--- config.mk ---
export PLATFORM = sky130hd
export DESIGN_NAME = bss_core
export DESIGN_NICKNAME = d
export VERILOG_FILES = /design/src/bss_pkg.sv /design/src/bss_bit_write.sv /design/src/bss_shift_unit.sv /design/src/bss_core.sv
export SDC_FILE = /design/constraint.sdc
export NUM_CORES = 2
export LEC_CHECK = 0
export BUFFER_PORTS_ARGS = -buffer_cell sky130_fd_sc_hd__clkbuf_2
export CAP_MARGIN = 20
export CORE_MARGIN = 1.5
export CORE_UTILIZATION = 45
export DETAILED_ROUTE_END_ITERATION = 7
export PLACE_DENSITY = 0.75
export SLEW_MARGIN = 20
export SYNTH_ARGS = -nofsm -noshare
export SYNTH_HDL_FRONTEND = slang
export SYNTH_SLANG_ARGS = --single-unit
--- constraint.sdc ---
create_clock -name aclk -period 11.23 [get_ports aclk]
set_input_delay 2.246 -clock aclk [delete_from_list [all_inputs] [get_ports aclk]]
set_output_delay 2.246 -clock aclk [all_outputs]
set_load 0.05 [all_outputs]
--- src/bss_pkg.sv ---
package bss_pkg;

	// ==========================================================
	// Register byte offsets
	localparam logic [7:0] ADDR_CMD      = 8'h00;
	localparam logic [7:0] ADDR_STATUS   = 8'h04;
	localparam logic [7:0] ADDR_SP       = 8'h08;
	localparam logic [7:0] ADDR_SEL      = 8'h0c;
	localparam logic [7:0] ADDR_REG_DATA = 8'h10;
	localparam logic [7:0] ADDR_IO_DATA  = 8'h14;
	localparam logic [7:0] ADDR_ERR      = 8'h18;

	// ==========================================================
	// Command word layout
	localparam int OP_LSB    = 0;
	localparam int OP_W      = 4;
	localparam int REG_LSB   = 4;
	localparam int REG_IDX_W = 4;
	localparam int BIT_LSB   = 8;
	localparam int BIT_IDX_W = 3;
	localparam int IO_LSB    = 12;
	localparam int IO_IDX_W  = 4;

	// ==========================================================
	// Status register flag positions
	localparam int FLAG_C = 0;
	localparam int FLAG_Z = 1;
	localparam int FLAG_N = 2;
	localparam int FLAG_V = 3;
	localparam int FLAG_T = 6;

	// ==========================================================
	// Error flags, reset values, bus answers
	localparam int         ERR_OVF      = 0;
	localparam int         ERR_UNF      = 1;
	localparam logic [7:0] STATUS_RST   = 8'h00;
	localparam logic [7:0] BYTE_RST     = 8'h00;
	localparam logic [1:0] RESP_OKAY    = 2'h0;
	localparam logic [1:0] RESP_SLVERR  = 2'h2;

	// ==========================================================
	// Operation codes
	typedef enum logic [OP_W-1:0] {
		idle_op,
		push_op,
		pop_op,
		io_bit_set_op,
		io_bit_clear_op,
		logical_left_shift_op,
		logical_right_shift_op,
		rotate_left_carry_op,
		rotate_right_carry_op,
		arith_right_shift_op,
		swap_nibble_op,
		flag_set_op,
		flag_clear_op,
		bit_to_transfer_flag_op,
		transfer_flag_to_bit_op
	} bss_op_e;

endpackage

--- src/bss_bit_write.sv ---
`timescale 1ns/1ps
// ==========================================================
// Single bit replace inside a word
module bss_bit_write #(
	parameter int W = 8
) (
	// Word and selector
	input  wire logic [W-1:0]         value,
	input  wire logic [$clog2(W)-1:0] idx,
	input  wire logic                 bit_in,
	// Modified word
	output logic      [W-1:0]         result
);

	// Only the addressed bit moves, neighbours pass through
	always_comb begin
		result      = value;
		result[idx] = bit_in;
	end

endmodule // bss_bit_write

--- src/bss_shift_unit.sv ---
`timescale 1ns/1ps
// ==========================================================
// Shift, rotate and nibble swap datapath
module bss_shift_unit (
	// Operation and operands
	input  wire bss_pkg::bss_op_e op,
	input  wire logic [7:0]       value,
	input  wire logic             carry_in,
	// Result and flags
	output logic      [7:0]       result,
	output logic                  carry_out,
	output logic                  flags_hit
);

	// Carry takes the bit that falls off the end on every shift and rotate; otherwise it passes carry_in [RULE14]
	always_comb begin
		result    = value;
		carry_out = carry_in;
		flags_hit = 1'b1;
		case (op)
			bss_pkg::logical_left_shift_op: begin
				result    = {value[6:0], 1'b0}; // [RULE5]
				carry_out = value[7];
			end
			bss_pkg::logical_right_shift_op: begin
				result    = {1'b0, value[7:1]}; // [RULE6]
				carry_out = value[0];
			end
			bss_pkg::rotate_left_carry_op: begin
				result    = {value[6:0], carry_in}; // [RULE7]
				carry_out = value[7];
			end
			bss_pkg::rotate_right_carry_op: begin
				result    = {carry_in, value[7:1]}; // [RULE8]
				carry_out = value[0];
			end
			bss_pkg::arith_right_shift_op: begin
				result    = {value[7], value[7:1]}; // [RULE9]
				carry_out = value[0];
			end
			bss_pkg::swap_nibble_op: begin
				result    = {value[3:0], value[7:4]}; // [RULE10]
				flags_hit = 1'b0;
			end
			default: begin
				flags_hit = 1'b0;
			end
		endcase
	end

endmodule // bss_shift_unit

--- src/bss_core.sv ---
// Added by the designer: the AXI4-Lite slave port and the register offsets.
`timescale 1ns/1ps
// Overview of operation
// RULE1 - Push copies the chosen working register onto the stack.
// RULE2 - Pop loads the chosen working register from the stack top.
// RULE3 - I/O bit set forces one I/O bit high, flags untouched.
// RULE4 - I/O bit clear forces one I/O bit low, flags untouched.
// RULE5 - Left shift moves bits up, zero into bit 0, updates Z C N V.
// RULE6 - Right shift moves bits down, zero into bit 7, updates Z C N V.
// RULE7 - Rotate left: old carry into bit 0, old bit 7 into carry.
// RULE8 - Rotate right: old carry into bit 7, old bit 0 into carry.
// RULE9 - Arithmetic right shift keeps bit 7, shifts the rest down.
// RULE10 - Nibble swap exchanges halves and leaves flags untouched.
// RULE11 - Flag set or clear changes only the selected status bit.
// RULE12 - Bit store copies one source bit into the transfer flag only.
// RULE13 - Bit load copies the transfer flag into one destination bit.
// RULE14 - Carry is the bit shifted out; zero flag marks an all-zero result.
module bss_core #(
	parameter int NREG   = 16,
	parameter int NIO    = 16,
	parameter int DEPTH  = 8,
	parameter int ADDR_W = 8
) (
	// Clock, reset, enable
	input  wire logic              aclk,
	input  wire logic              aresetn,
	input  wire logic              ce,
	// AXI4-Lite write address
	input  wire logic [ADDR_W-1:0] awaddr,
	input  wire logic              awvalid,
	output logic                   awready,
	// AXI4-Lite write data
	input  wire logic [31:0]       wdata,
	input  wire logic [3:0]        wstrb,
	input  wire logic              wvalid,
	output logic                   wready,
	// AXI4-Lite write response
	output logic [1:0]             bresp,
	output logic                   bvalid,
	input  wire logic              bready,
	// AXI4-Lite read address
	input  wire logic [ADDR_W-1:0] araddr,
	input  wire logic              arvalid,
	output logic                   arready,
	// AXI4-Lite read data
	output logic [31:0]            rdata,
	output logic [1:0]             rresp,
	output logic                   rvalid,
	input  wire logic              rready,
	// Register contents toward the core
	output logic [NIO*8-1:0]       io_q,
	output logic [7:0]             status_q
);

	// ==========================================================
	// State
	localparam int SPW = $clog2(DEPTH);
	localparam logic [SPW:0] SP_FULL = (SPW+1)'(DEPTH);
	localparam logic [SPW:0] SP_EMPTY = '0;

	typedef struct packed {
		logic                   aw_got;
		logic [ADDR_W-1:0]      aw_addr;
		logic                   w_got;
		logic [31:0]            w_data;
		logic [3:0]             w_strb;
		logic                   bvalid;
		logic [1:0]             bresp;
		logic                   rvalid;
		logic [31:0]            rdata;
		logic [1:0]             rresp;
		logic [NREG-1:0][7:0]   wreg;
		logic [NIO-1:0][7:0]    io;
		logic [DEPTH-1:0][7:0]  stack;
		logic [SPW:0]           sp;
		logic [7:0]             status_register;
		logic [7:0]             sel;
		logic                   ovf;
		logic                   unf;
	} bss_state_s;

	bss_state_s state_reg;
	bss_state_s state_next;

	// ==========================================================
	// Command decode from the held write beat
	logic                        wr_fire;
	logic                        ar_fire;
	logic                        cmd_fire;
	logic                        exec;
	bss_pkg::bss_op_e            op;
	logic [bss_pkg::REG_IDX_W-1:0] ri;
	logic [bss_pkg::BIT_IDX_W-1:0] bi;
	logic [bss_pkg::IO_IDX_W-1:0]  ii;
	logic [SPW-1:0]              sp_idx;
	logic [SPW-1:0]              sp_m1;
	logic [7:0]                  dst_val;
	logic [7:0]                  sh_res;
	logic                        sh_c;
	logic                        sh_hit;
	logic [7:0]                  io_bit_res;
	logic [7:0]                  flag_bit_res;
	logic [7:0]                  reg_bit_res;
	logic                        res_n;
	logic                        sel_reg_ok;
	logic                        sel_io_ok;

	// Write is acted on once both halves are held and the answer slot is free
	assign wr_fire  = state_reg.aw_got && state_reg.w_got && !state_reg.bvalid;
	assign ar_fire  = arvalid && arready;
	assign cmd_fire = wr_fire && (state_reg.aw_addr == bss_pkg::ADDR_CMD)
		&& (state_reg.w_strb[1:0] == 2'h3);
	assign exec     = ce && cmd_fire;
	assign op       = bss_pkg::bss_op_e'(state_reg.w_data[bss_pkg::OP_LSB +: bss_pkg::OP_W]);
	assign ri       = state_reg.w_data[bss_pkg::REG_LSB +: bss_pkg::REG_IDX_W];
	assign bi       = state_reg.w_data[bss_pkg::BIT_LSB +: bss_pkg::BIT_IDX_W];
	assign ii       = state_reg.w_data[bss_pkg::IO_LSB +: bss_pkg::IO_IDX_W];
	assign sp_idx   = state_reg.sp[SPW-1:0];
	assign sp_m1    = sp_idx - SPW'(1);
	assign dst_val  = state_reg.wreg[ri];
	assign res_n    = sh_res[7];
	assign sel_reg_ok = state_reg.sel < 8'(NREG);
	assign sel_io_ok  = state_reg.sel < 8'(NIO);

	// ==========================================================
	// Datapath helpers
	bss_shift_unit u_shift (
		.op        (op),
		.value     (dst_val),
		.carry_in  (state_reg.status_register[bss_pkg::FLAG_C]),
		.result    (sh_res),
		.carry_out (sh_c),
		.flags_hit (sh_hit)
	);

	// I/O bit set or clear
	bss_bit_write #(.W(8)) u_io_bit (
		.value  (state_reg.io[ii]),
		.idx    (bi),
		.bit_in (op == bss_pkg::io_bit_set_op),
		.result (io_bit_res)
	);

	// Status flag set or clear
	bss_bit_write #(.W(8)) u_flag_bit (
		.value  (state_reg.status_register),
		.idx    (bi),
		.bit_in (op == bss_pkg::flag_set_op),
		.result (flag_bit_res)
	);

	// Transfer flag into a working register bit
	bss_bit_write #(.W(8)) u_reg_bit (
		.value  (dst_val),
		.idx    (bi),
		.bit_in (state_reg.status_register[bss_pkg::FLAG_T]),
		.result (reg_bit_res)
	);

	// ==========================================================
	// Handshake outputs; low enable stalls the bus too
	assign awready = ce && !state_reg.aw_got && !state_reg.bvalid;
	assign wready  = ce && !state_reg.w_got && !state_reg.bvalid;
	assign arready = ce && !state_reg.rvalid;

	// ==========================================================
	// Next state
	always_comb begin
		state_next = state_reg;
		// Address and data are taken independently, in either order
		if (awvalid && awready) begin
			state_next.aw_got  = 1'b1;
			state_next.aw_addr = awaddr;
		end
		if (wvalid && wready) begin
			state_next.w_got  = 1'b1;
			state_next.w_data = wdata;
			state_next.w_strb = wstrb;
		end
		if (state_reg.bvalid && bready) begin
			state_next.bvalid = 1'b0;
		end
		if (state_reg.rvalid && rready) begin
			state_next.rvalid = 1'b0;
		end
		// Register writes; a missing low strobe leaves the register alone
		if (wr_fire) begin
			state_next.aw_got = 1'b0;
			state_next.w_got  = 1'b0;
			state_next.bvalid = 1'b1;
			state_next.bresp  = bss_pkg::RESP_OKAY;
			if (state_reg.aw_addr == bss_pkg::ADDR_CMD) begin
				state_next.bresp = bss_pkg::RESP_OKAY;
			end else if (state_reg.aw_addr == bss_pkg::ADDR_STATUS) begin
				if (state_reg.w_strb[0])
					state_next.status_register = state_reg.w_data[7:0];
			end else if (state_reg.aw_addr == bss_pkg::ADDR_SP) begin
				state_next.bresp = bss_pkg::RESP_OKAY; // Read only, write dropped
			end else if (state_reg.aw_addr == bss_pkg::ADDR_SEL) begin
				if (state_reg.w_strb[0])
					state_next.sel = state_reg.w_data[7:0];
			end else if (state_reg.aw_addr == bss_pkg::ADDR_REG_DATA) begin
				if (state_reg.w_strb[0] && sel_reg_ok)
					state_next.wreg[state_reg.sel] = state_reg.w_data[7:0];
			end else if (state_reg.aw_addr == bss_pkg::ADDR_IO_DATA) begin
				if (state_reg.w_strb[0] && sel_io_ok)
					state_next.io[state_reg.sel] = state_reg.w_data[7:0];
			end else if (state_reg.aw_addr == bss_pkg::ADDR_ERR) begin
				// Write one to clear
				if (state_reg.w_strb[0] && state_reg.w_data[bss_pkg::ERR_OVF])
					state_next.ovf = 1'b0;
				if (state_reg.w_strb[0] && state_reg.w_data[bss_pkg::ERR_UNF])
					state_next.unf = 1'b0;
			end else begin
				state_next.bresp = bss_pkg::RESP_SLVERR;
			end
		end
		// Operation execution, one per command write
		if (cmd_fire) begin
			case (op)
				bss_pkg::push_op: begin
					// A full stack drops the push and flags it
					if (state_reg.sp == SP_FULL) begin
						state_next.ovf = 1'b1;
					end else begin
						state_next.stack[sp_idx] = dst_val; // [RULE1]
						state_next.sp = state_reg.sp + (SPW+1)'(1);
					end
				end
				bss_pkg::pop_op: begin
					if (state_reg.sp == SP_EMPTY) begin
						state_next.unf = 1'b1;
					end else begin
						state_next.wreg[ri] = state_reg.stack[sp_m1]; // [RULE2]
						state_next.sp = state_reg.sp - (SPW+1)'(1);
					end
				end
				bss_pkg::io_bit_set_op,
				bss_pkg::io_bit_clear_op: begin
					state_next.io[ii] = io_bit_res; // [RULE3] [RULE4]
				end
				bss_pkg::logical_left_shift_op,
				bss_pkg::logical_right_shift_op,
				bss_pkg::rotate_left_carry_op,
				bss_pkg::rotate_right_carry_op,
				bss_pkg::arith_right_shift_op,
				bss_pkg::swap_nibble_op: begin
					state_next.wreg[ri] = sh_res; // [RULE5] [RULE6] [RULE10]
					// Overflow follows N xor C after any shift
					if (sh_hit) begin
						state_next.status_register[bss_pkg::FLAG_C] = sh_c; // [RULE14]
						state_next.status_register[bss_pkg::FLAG_Z] = (sh_res == 8'h00);
						state_next.status_register[bss_pkg::FLAG_N] = res_n;
						state_next.status_register[bss_pkg::FLAG_V] = res_n ^ sh_c;
					end
				end
				bss_pkg::flag_set_op,
				bss_pkg::flag_clear_op: begin
					state_next.status_register = flag_bit_res; // [RULE11]
				end
				bss_pkg::bit_to_transfer_flag_op: begin
					state_next.status_register[bss_pkg::FLAG_T] = dst_val[bi]; // [RULE12]
				end
				bss_pkg::transfer_flag_to_bit_op: begin
					state_next.wreg[ri] = reg_bit_res; // [RULE13]
				end
				default: begin
					state_next.sel = state_reg.sel;
				end
			endcase
		end
		// Reads answer one cycle after the address is taken
		if (ar_fire) begin
			state_next.rvalid = 1'b1;
			state_next.rresp  = bss_pkg::RESP_OKAY;
			state_next.rdata  = 32'h0000_0000;
			if (araddr == bss_pkg::ADDR_CMD) begin
				state_next.rdata = 32'h0000_0000;
			end else if (araddr == bss_pkg::ADDR_STATUS) begin
				state_next.rdata = {24'h00_0000, state_reg.status_register};
			end else if (araddr == bss_pkg::ADDR_SP) begin
				state_next.rdata = 32'(state_reg.sp);
			end else if (araddr == bss_pkg::ADDR_SEL) begin
				state_next.rdata = {24'h00_0000, state_reg.sel};
			end else if (araddr == bss_pkg::ADDR_REG_DATA) begin
				if (sel_reg_ok)
					state_next.rdata = {24'h00_0000, state_reg.wreg[state_reg.sel]};
			end else if (araddr == bss_pkg::ADDR_IO_DATA) begin
				if (sel_io_ok)
					state_next.rdata = {24'h00_0000, state_reg.io[state_reg.sel]};
			end else if (araddr == bss_pkg::ADDR_ERR) begin
				state_next.rdata = {30'h0000_0000, state_reg.unf, state_reg.ovf};
			end else begin
				state_next.rresp = bss_pkg::RESP_SLVERR;
			end
		end
	end

	// ==========================================================
	// Registers; low enable freezes everything
	always_ff @(posedge aclk) begin
		if (!aresetn) begin
			state_reg <= '0;
		end else if (ce) begin
			state_reg <= state_next;
		end
	end

	// Outputs straight from flip-flops
	assign bvalid   = state_reg.bvalid;
	assign bresp    = state_reg.bresp;
	assign rvalid   = state_reg.rvalid;
	assign rdata    = state_reg.rdata;
	assign rresp    = state_reg.rresp;
	assign io_q     = state_reg.io;
	assign status_q = state_reg.status_register;
endmodule // bss_core

-- Yosys cells after proc, flatten, opt, wreduce, memory -nomap -nowiden
Cells that the tools add are included.
- flip-flop bits (word level): 426
- bits of input ports: 60
- word-level logic and storage cells: 264
- output and inout bits: 177
- eq/ne operators: 31
- add/subtract/negate cells: 3
- reduce and logical (&&, ||, !) cells: 53
- bitwise operators: 2
- muxes and demuxes: 108
- $lt $le $gt $ge: 12
- operators with widths (operator ; number):
    $mux W256 ; 5
    $mux W128 ; 7
    $bwmux W128 ; 6
    $pmux W128 S3 ; 1
    $mux W342 ; 1
    $mux W8 ; 21
    $bmux W8 S4 ; 4
    $demux W8 S4 ; 3
    $mux W68 ; 1
    $bwmux W64 ; 1
    $mux W64 ; 1
    $eq A8 B5 Y1 const B ; 6
    $pmux W8 S6 ; 1
    $mux W2 ; 20
    $mux W37 ; 1
    $mux W18 ; 2
    $mux W35 ; 1
    $eq A4 B4 Y1 const B ; 8
    $eq A8 B4 Y1 const B ; 4
    $mux W32 ; 1
    $bmux W8 S3 ; 1
    $bwmux W8 ; 3
    $demux W8 S3 ; 1
    $logic_not A8 Y1 ; 3
    38 further kinds ; 106

-- Longest topological paths before layout
- depth after elaboration: 17
- depth in mapped cells: 14
- gate-level depth less buffers: 10

-- Cells and area by module
Synthesis repeated with hierarchy kept, for this count alone.
- cells, all modules: 3770
- area total of the unflattened synthesis: 29111.7 um^2
- modules (own cells, without submodules) (module ; area an instance (um^2) ; cells each ; seq. area each (um^2) ; instances):
    bss_core ; 28339.7 ; 3666 ; 7627.3 ; 1
    bss_bit_write ; 145.1 ; 16 ; 0.0 ; 3
    bss_shift_unit ; 336.6 ; 56 ; 0.0 ; 1

-- Least setup slack after synthesis
Ideal clock, no wire load.
- path type: in2out
- start point: input ce
- end point: output arready
- path slack: 5.596 ns
- stages on the path: 3
- arrival time: 3.388 ns
- path through: clkbuf_1 > clkinv_1 > nor2_1
- cells in the longest elaborated chain, start to end: 1
- RTL lines (element ; line ; source):
    start, declared ; bss_core.sv:27 ; input wire logic ce,
    $logic_and A1 B1 Y1 ; bss_core.sv:164 ; assign arready = ce && !state_reg.rvalid;
    end, declared ; bss_core.sv:44 ; output logic arready,
Every way passes these cells.

-- Final worst setup path
- start point: input ce
- end point: output awready
- cells in the longest elaborated chain, start to end: 2
- RTL lines (element ; line ; source):
    $logic_and A1 B1 Y1 (2 in a row) ; bss_core.sv:162 ; assign awready = ce && !state_reg.aw_got && !state_reg.bvalid;
    end, declared ; bss_core.sv:31 ; output logic awready,
Every way passes these cells.

==> flow_metrics.tcl <==
set metrics [dict create \
    start_kind "primary input" \
    rsz0062_at_grt "no" \
    required_ps 8980 \
    synthCells 2948 \
    insertion_delay_ps 590 \
    start_util_pct 45.45 \
    route.detailed.drc 7 \
    max_slew.worst_pin.slew_ps 1236 \
    num_rows 85 \
    place_hpwl_mm 69.13 \
    wirelength_mm 99.70 \
    critical_path_class "primary input to output port" \
    root_buffer "clkbuf_16" \
    drtIter0Drc 4149 \
    ys_seq_area_share_pct 31.19 \
    cp_max_fo 62 \
    finalInstanceArea_sq_um 26000 \
    yosysUniqueCellTypes 71 \
    die_w_um 236.1 \
    cts_hold_buf 0 \
    gp_congestion 1.038 \
    areaGrowthSynthToFinish_pct 6.318 \
    setup_violations 0 \
    hold_class "register to register" \
    yosys_register_bits 381 \
    portBuffers 191 \
    grt_pass1_vias 22768 \
    async_flop_share_pct 0 \
    core_sq_um 53810 \
    violations "design-rule violations" \
    synth_xor_area_share_pct 0.2507 \
    finalClockSkew_ps 27.01 \
    clk_pin_slew_ps 60 \
    clock_path_buffers 3 \
    layout_setup_ws_ps 4723 \
    grt_usage_pct 34.58 \
    synth_edf_count 0 \
    critPathArrivalTime_ps 4260 \
    htree_levels 2 \
    max-vdd-ir-drop_mv 0.09634 \
    layout-drive-gt1-share_pct 18.98 \
    syn_area_sq_um 24460 \
    synthAdderAreaFrac_pct 0.1023 \
    cts.sinks 381 \
    grt_max_degree 92 \
    finalCriticalPeriod_ps 6507 \
    cts_setup_buffers 0 \
    die-area_sq_um 55760 \
    place_ws_ps 4834 \
    die_h_um 236.1 \
    detail_route.vias_per_cell 7.025 \
    postCtsResizedCells 0 \
    ios 237 \
    hold_slack_ps 448.0 \
    synth_simple_gate_area_share_pct 16.70 \
    hold_violations 0 \
    num_vias 25100 \
    ys.flop_type "dfxtp_1" \
    grt_antenna_before_repair 1 \
    drv_cap 0 \
    tns_ps 0 \
    relSlewSlack_pct 17.60 \
    postRouteAntennaNets 0 \
    drv_slew 0 \
    yosysWarningCount 0 \
    muxShareOfSynthArea_pct 18.78 \
    power.density_nw_per_um2 117.4 \
    drt-pass1-iter-count 8 \
    grt_overflow 0 \
    status "finished, violations left" \
    grt_pass1_wl_mm 147.5 \
    synth-compound-area-share_pct 23.44 \
    cts_buffers 42 \
    cts_tree "done" \
    fin_nets 2908 \
    cp-end-kind "output port" \
    power_uw 3052 \
    leakagePower_uw 0.009048 \
    synth_top_family_by_area "compound AO/OA/AOI/OAI gates" \
    wl_per_cell_um 27.90 \
    largest_reg_flops 215 \
    syn_avg_cell_area_sq_um 8.296 \
    dpl_cell_area_sq_um 24610 \
    max_freq_mhz 153.7 \
    period_share_pct 57.94 \
]
final timing paths:
| kind | start | endpoint | slack, ps | cells after the start |
|---|---|---|---|---|
| worst max-delay path | ce | awready | 4720 | 5 |
| worst min-delay path | state_reg[39] | state_reg[39] | 450 | 2 |
| worst max register to register | ri[1] | state_reg[268] | 6490 | 7 |
| worst min register to register | state_reg[39] | state_reg[39] | 450 | 2 |
layout by cell type (no fill, tap or decap), drive strengths merged, types with 7 or more instances in the layout:
master   instances
a211oi          10
a21oi          253
a22o            14
a22oi           66
a31oi           16
a32o            16
a32oi           49
and2            14
and3            14
buf             51
clkbuf         254
clkinv           8
conb            26
dfxtp          381
inv             24
mux2            19
mux2i           68
mux4           164
nand2          391
nand2b          33
nand3           73
nand3b           8
nand4           10
nor2           257
nor2b           15
nor3            44
nor4             8
o211ai          14
o21ai          316
o221ai          17
o22ai          107
o2bb2ai          7
o31ai            8
or2             22
or3             13
or4              7
worst max-delay path: stages:
cell      delay (ps)
buf_4            530
buf_4            720
nand2b_1         220
nor2_1           200
clkbuf_2         310
final cells by class:
class / instances / area [sq um]
antenna: 1 / 2.502
sequential: 381 / 7647
fill: 5126 / 27810
clock buffer: 65 / 1269
timing repair buffer: 240 / 1329
clock inverter: 9 / 102.6
tap: 696 / 870.8
multi-input combinational: 2156 / 14690
inverter: 25 / 96.34
power by group:
group          switching [uW]  internal (uW)  leakage [uW]
logic                     189           57.9       0.00529
clock network             604            822      0.000679
registers                17.0           1360       0.00308
total                     809           2240       0.00905
cells by family (layout without fill, tap and decap cells):
family / count (synthesis) / after routing
AOI/OAI and AO/OA: 944 / 944
and+or+nand+nor: 926 / 926
buffers and inverters: 436 / 339
DFF: 381 / 381
muxes: 251 / 251
xor gates and xnor gates: 7 / 7
adders and majority gates: 2 / 2
other: 1 / 27
cell usage after synthesis (13+ instances only):
cell type | instances | share of area, %
a31oi_1 | 16 | 0.41
mux2i_1 | 68 | 2.8
inv_1 | 20 | 0.31
clkbuf_1 | 206 | 3.2
and3_1 | 14 | 0.36
mux4_2 | 163 | 15
buf_1 | 20 | 0.31
o211ai_1 | 14 | 0.43
nand2_1 | 391 | 6.0
a32oi_1 | 49 | 1.8
mux2_2 | 19 | 0.87
nor3_1 | 44 | 0.90
nor2b_1 | 15 | 0.38
a22o_1 | 14 | 0.50
o221ai_1 | 17 | 0.61
nand3_1 | 73 | 1.5
a21oi_1 | 252 | 5.2
nor2_1 | 257 | 3.9
or2_2 | 22 | 0.56
o21ai_0 | 307 | 6.3
a22oi_1 | 66 | 2.0
and2_1 | 13 | 0.33
buf_4 | 174 | 5.3
o22ai_1 | 107 | 2.7
dfxtp_1 | 381 | 31
a32o_1 | 16 | 0.65
nand2b_1 | 33 | 0.84
or3_1 | 13 | 0.33
layer usage:
layer	GRT usage, %	up-vias	routed length [um]
met1	45.36	11840	36190
met2	49.75	2230	41220
met4	17.91	0	6303
met3	12.46	470	15980
li1	-	10560	-
met5	0	-	0
metrics by stage:
| step | std cells | utilization [%] |
|---|---|---|
| floorplan | 2973 | - |
| global placement | 3497 | 45.72 |
| detailed placement | 3498 | 45.73 |
| CTS | 3572 | 48.28 |
| global route | 3572 | 48.31 |
| finish | 3573 | 48.32 |
Note: power is estimated with default switching activity, not from simulation.
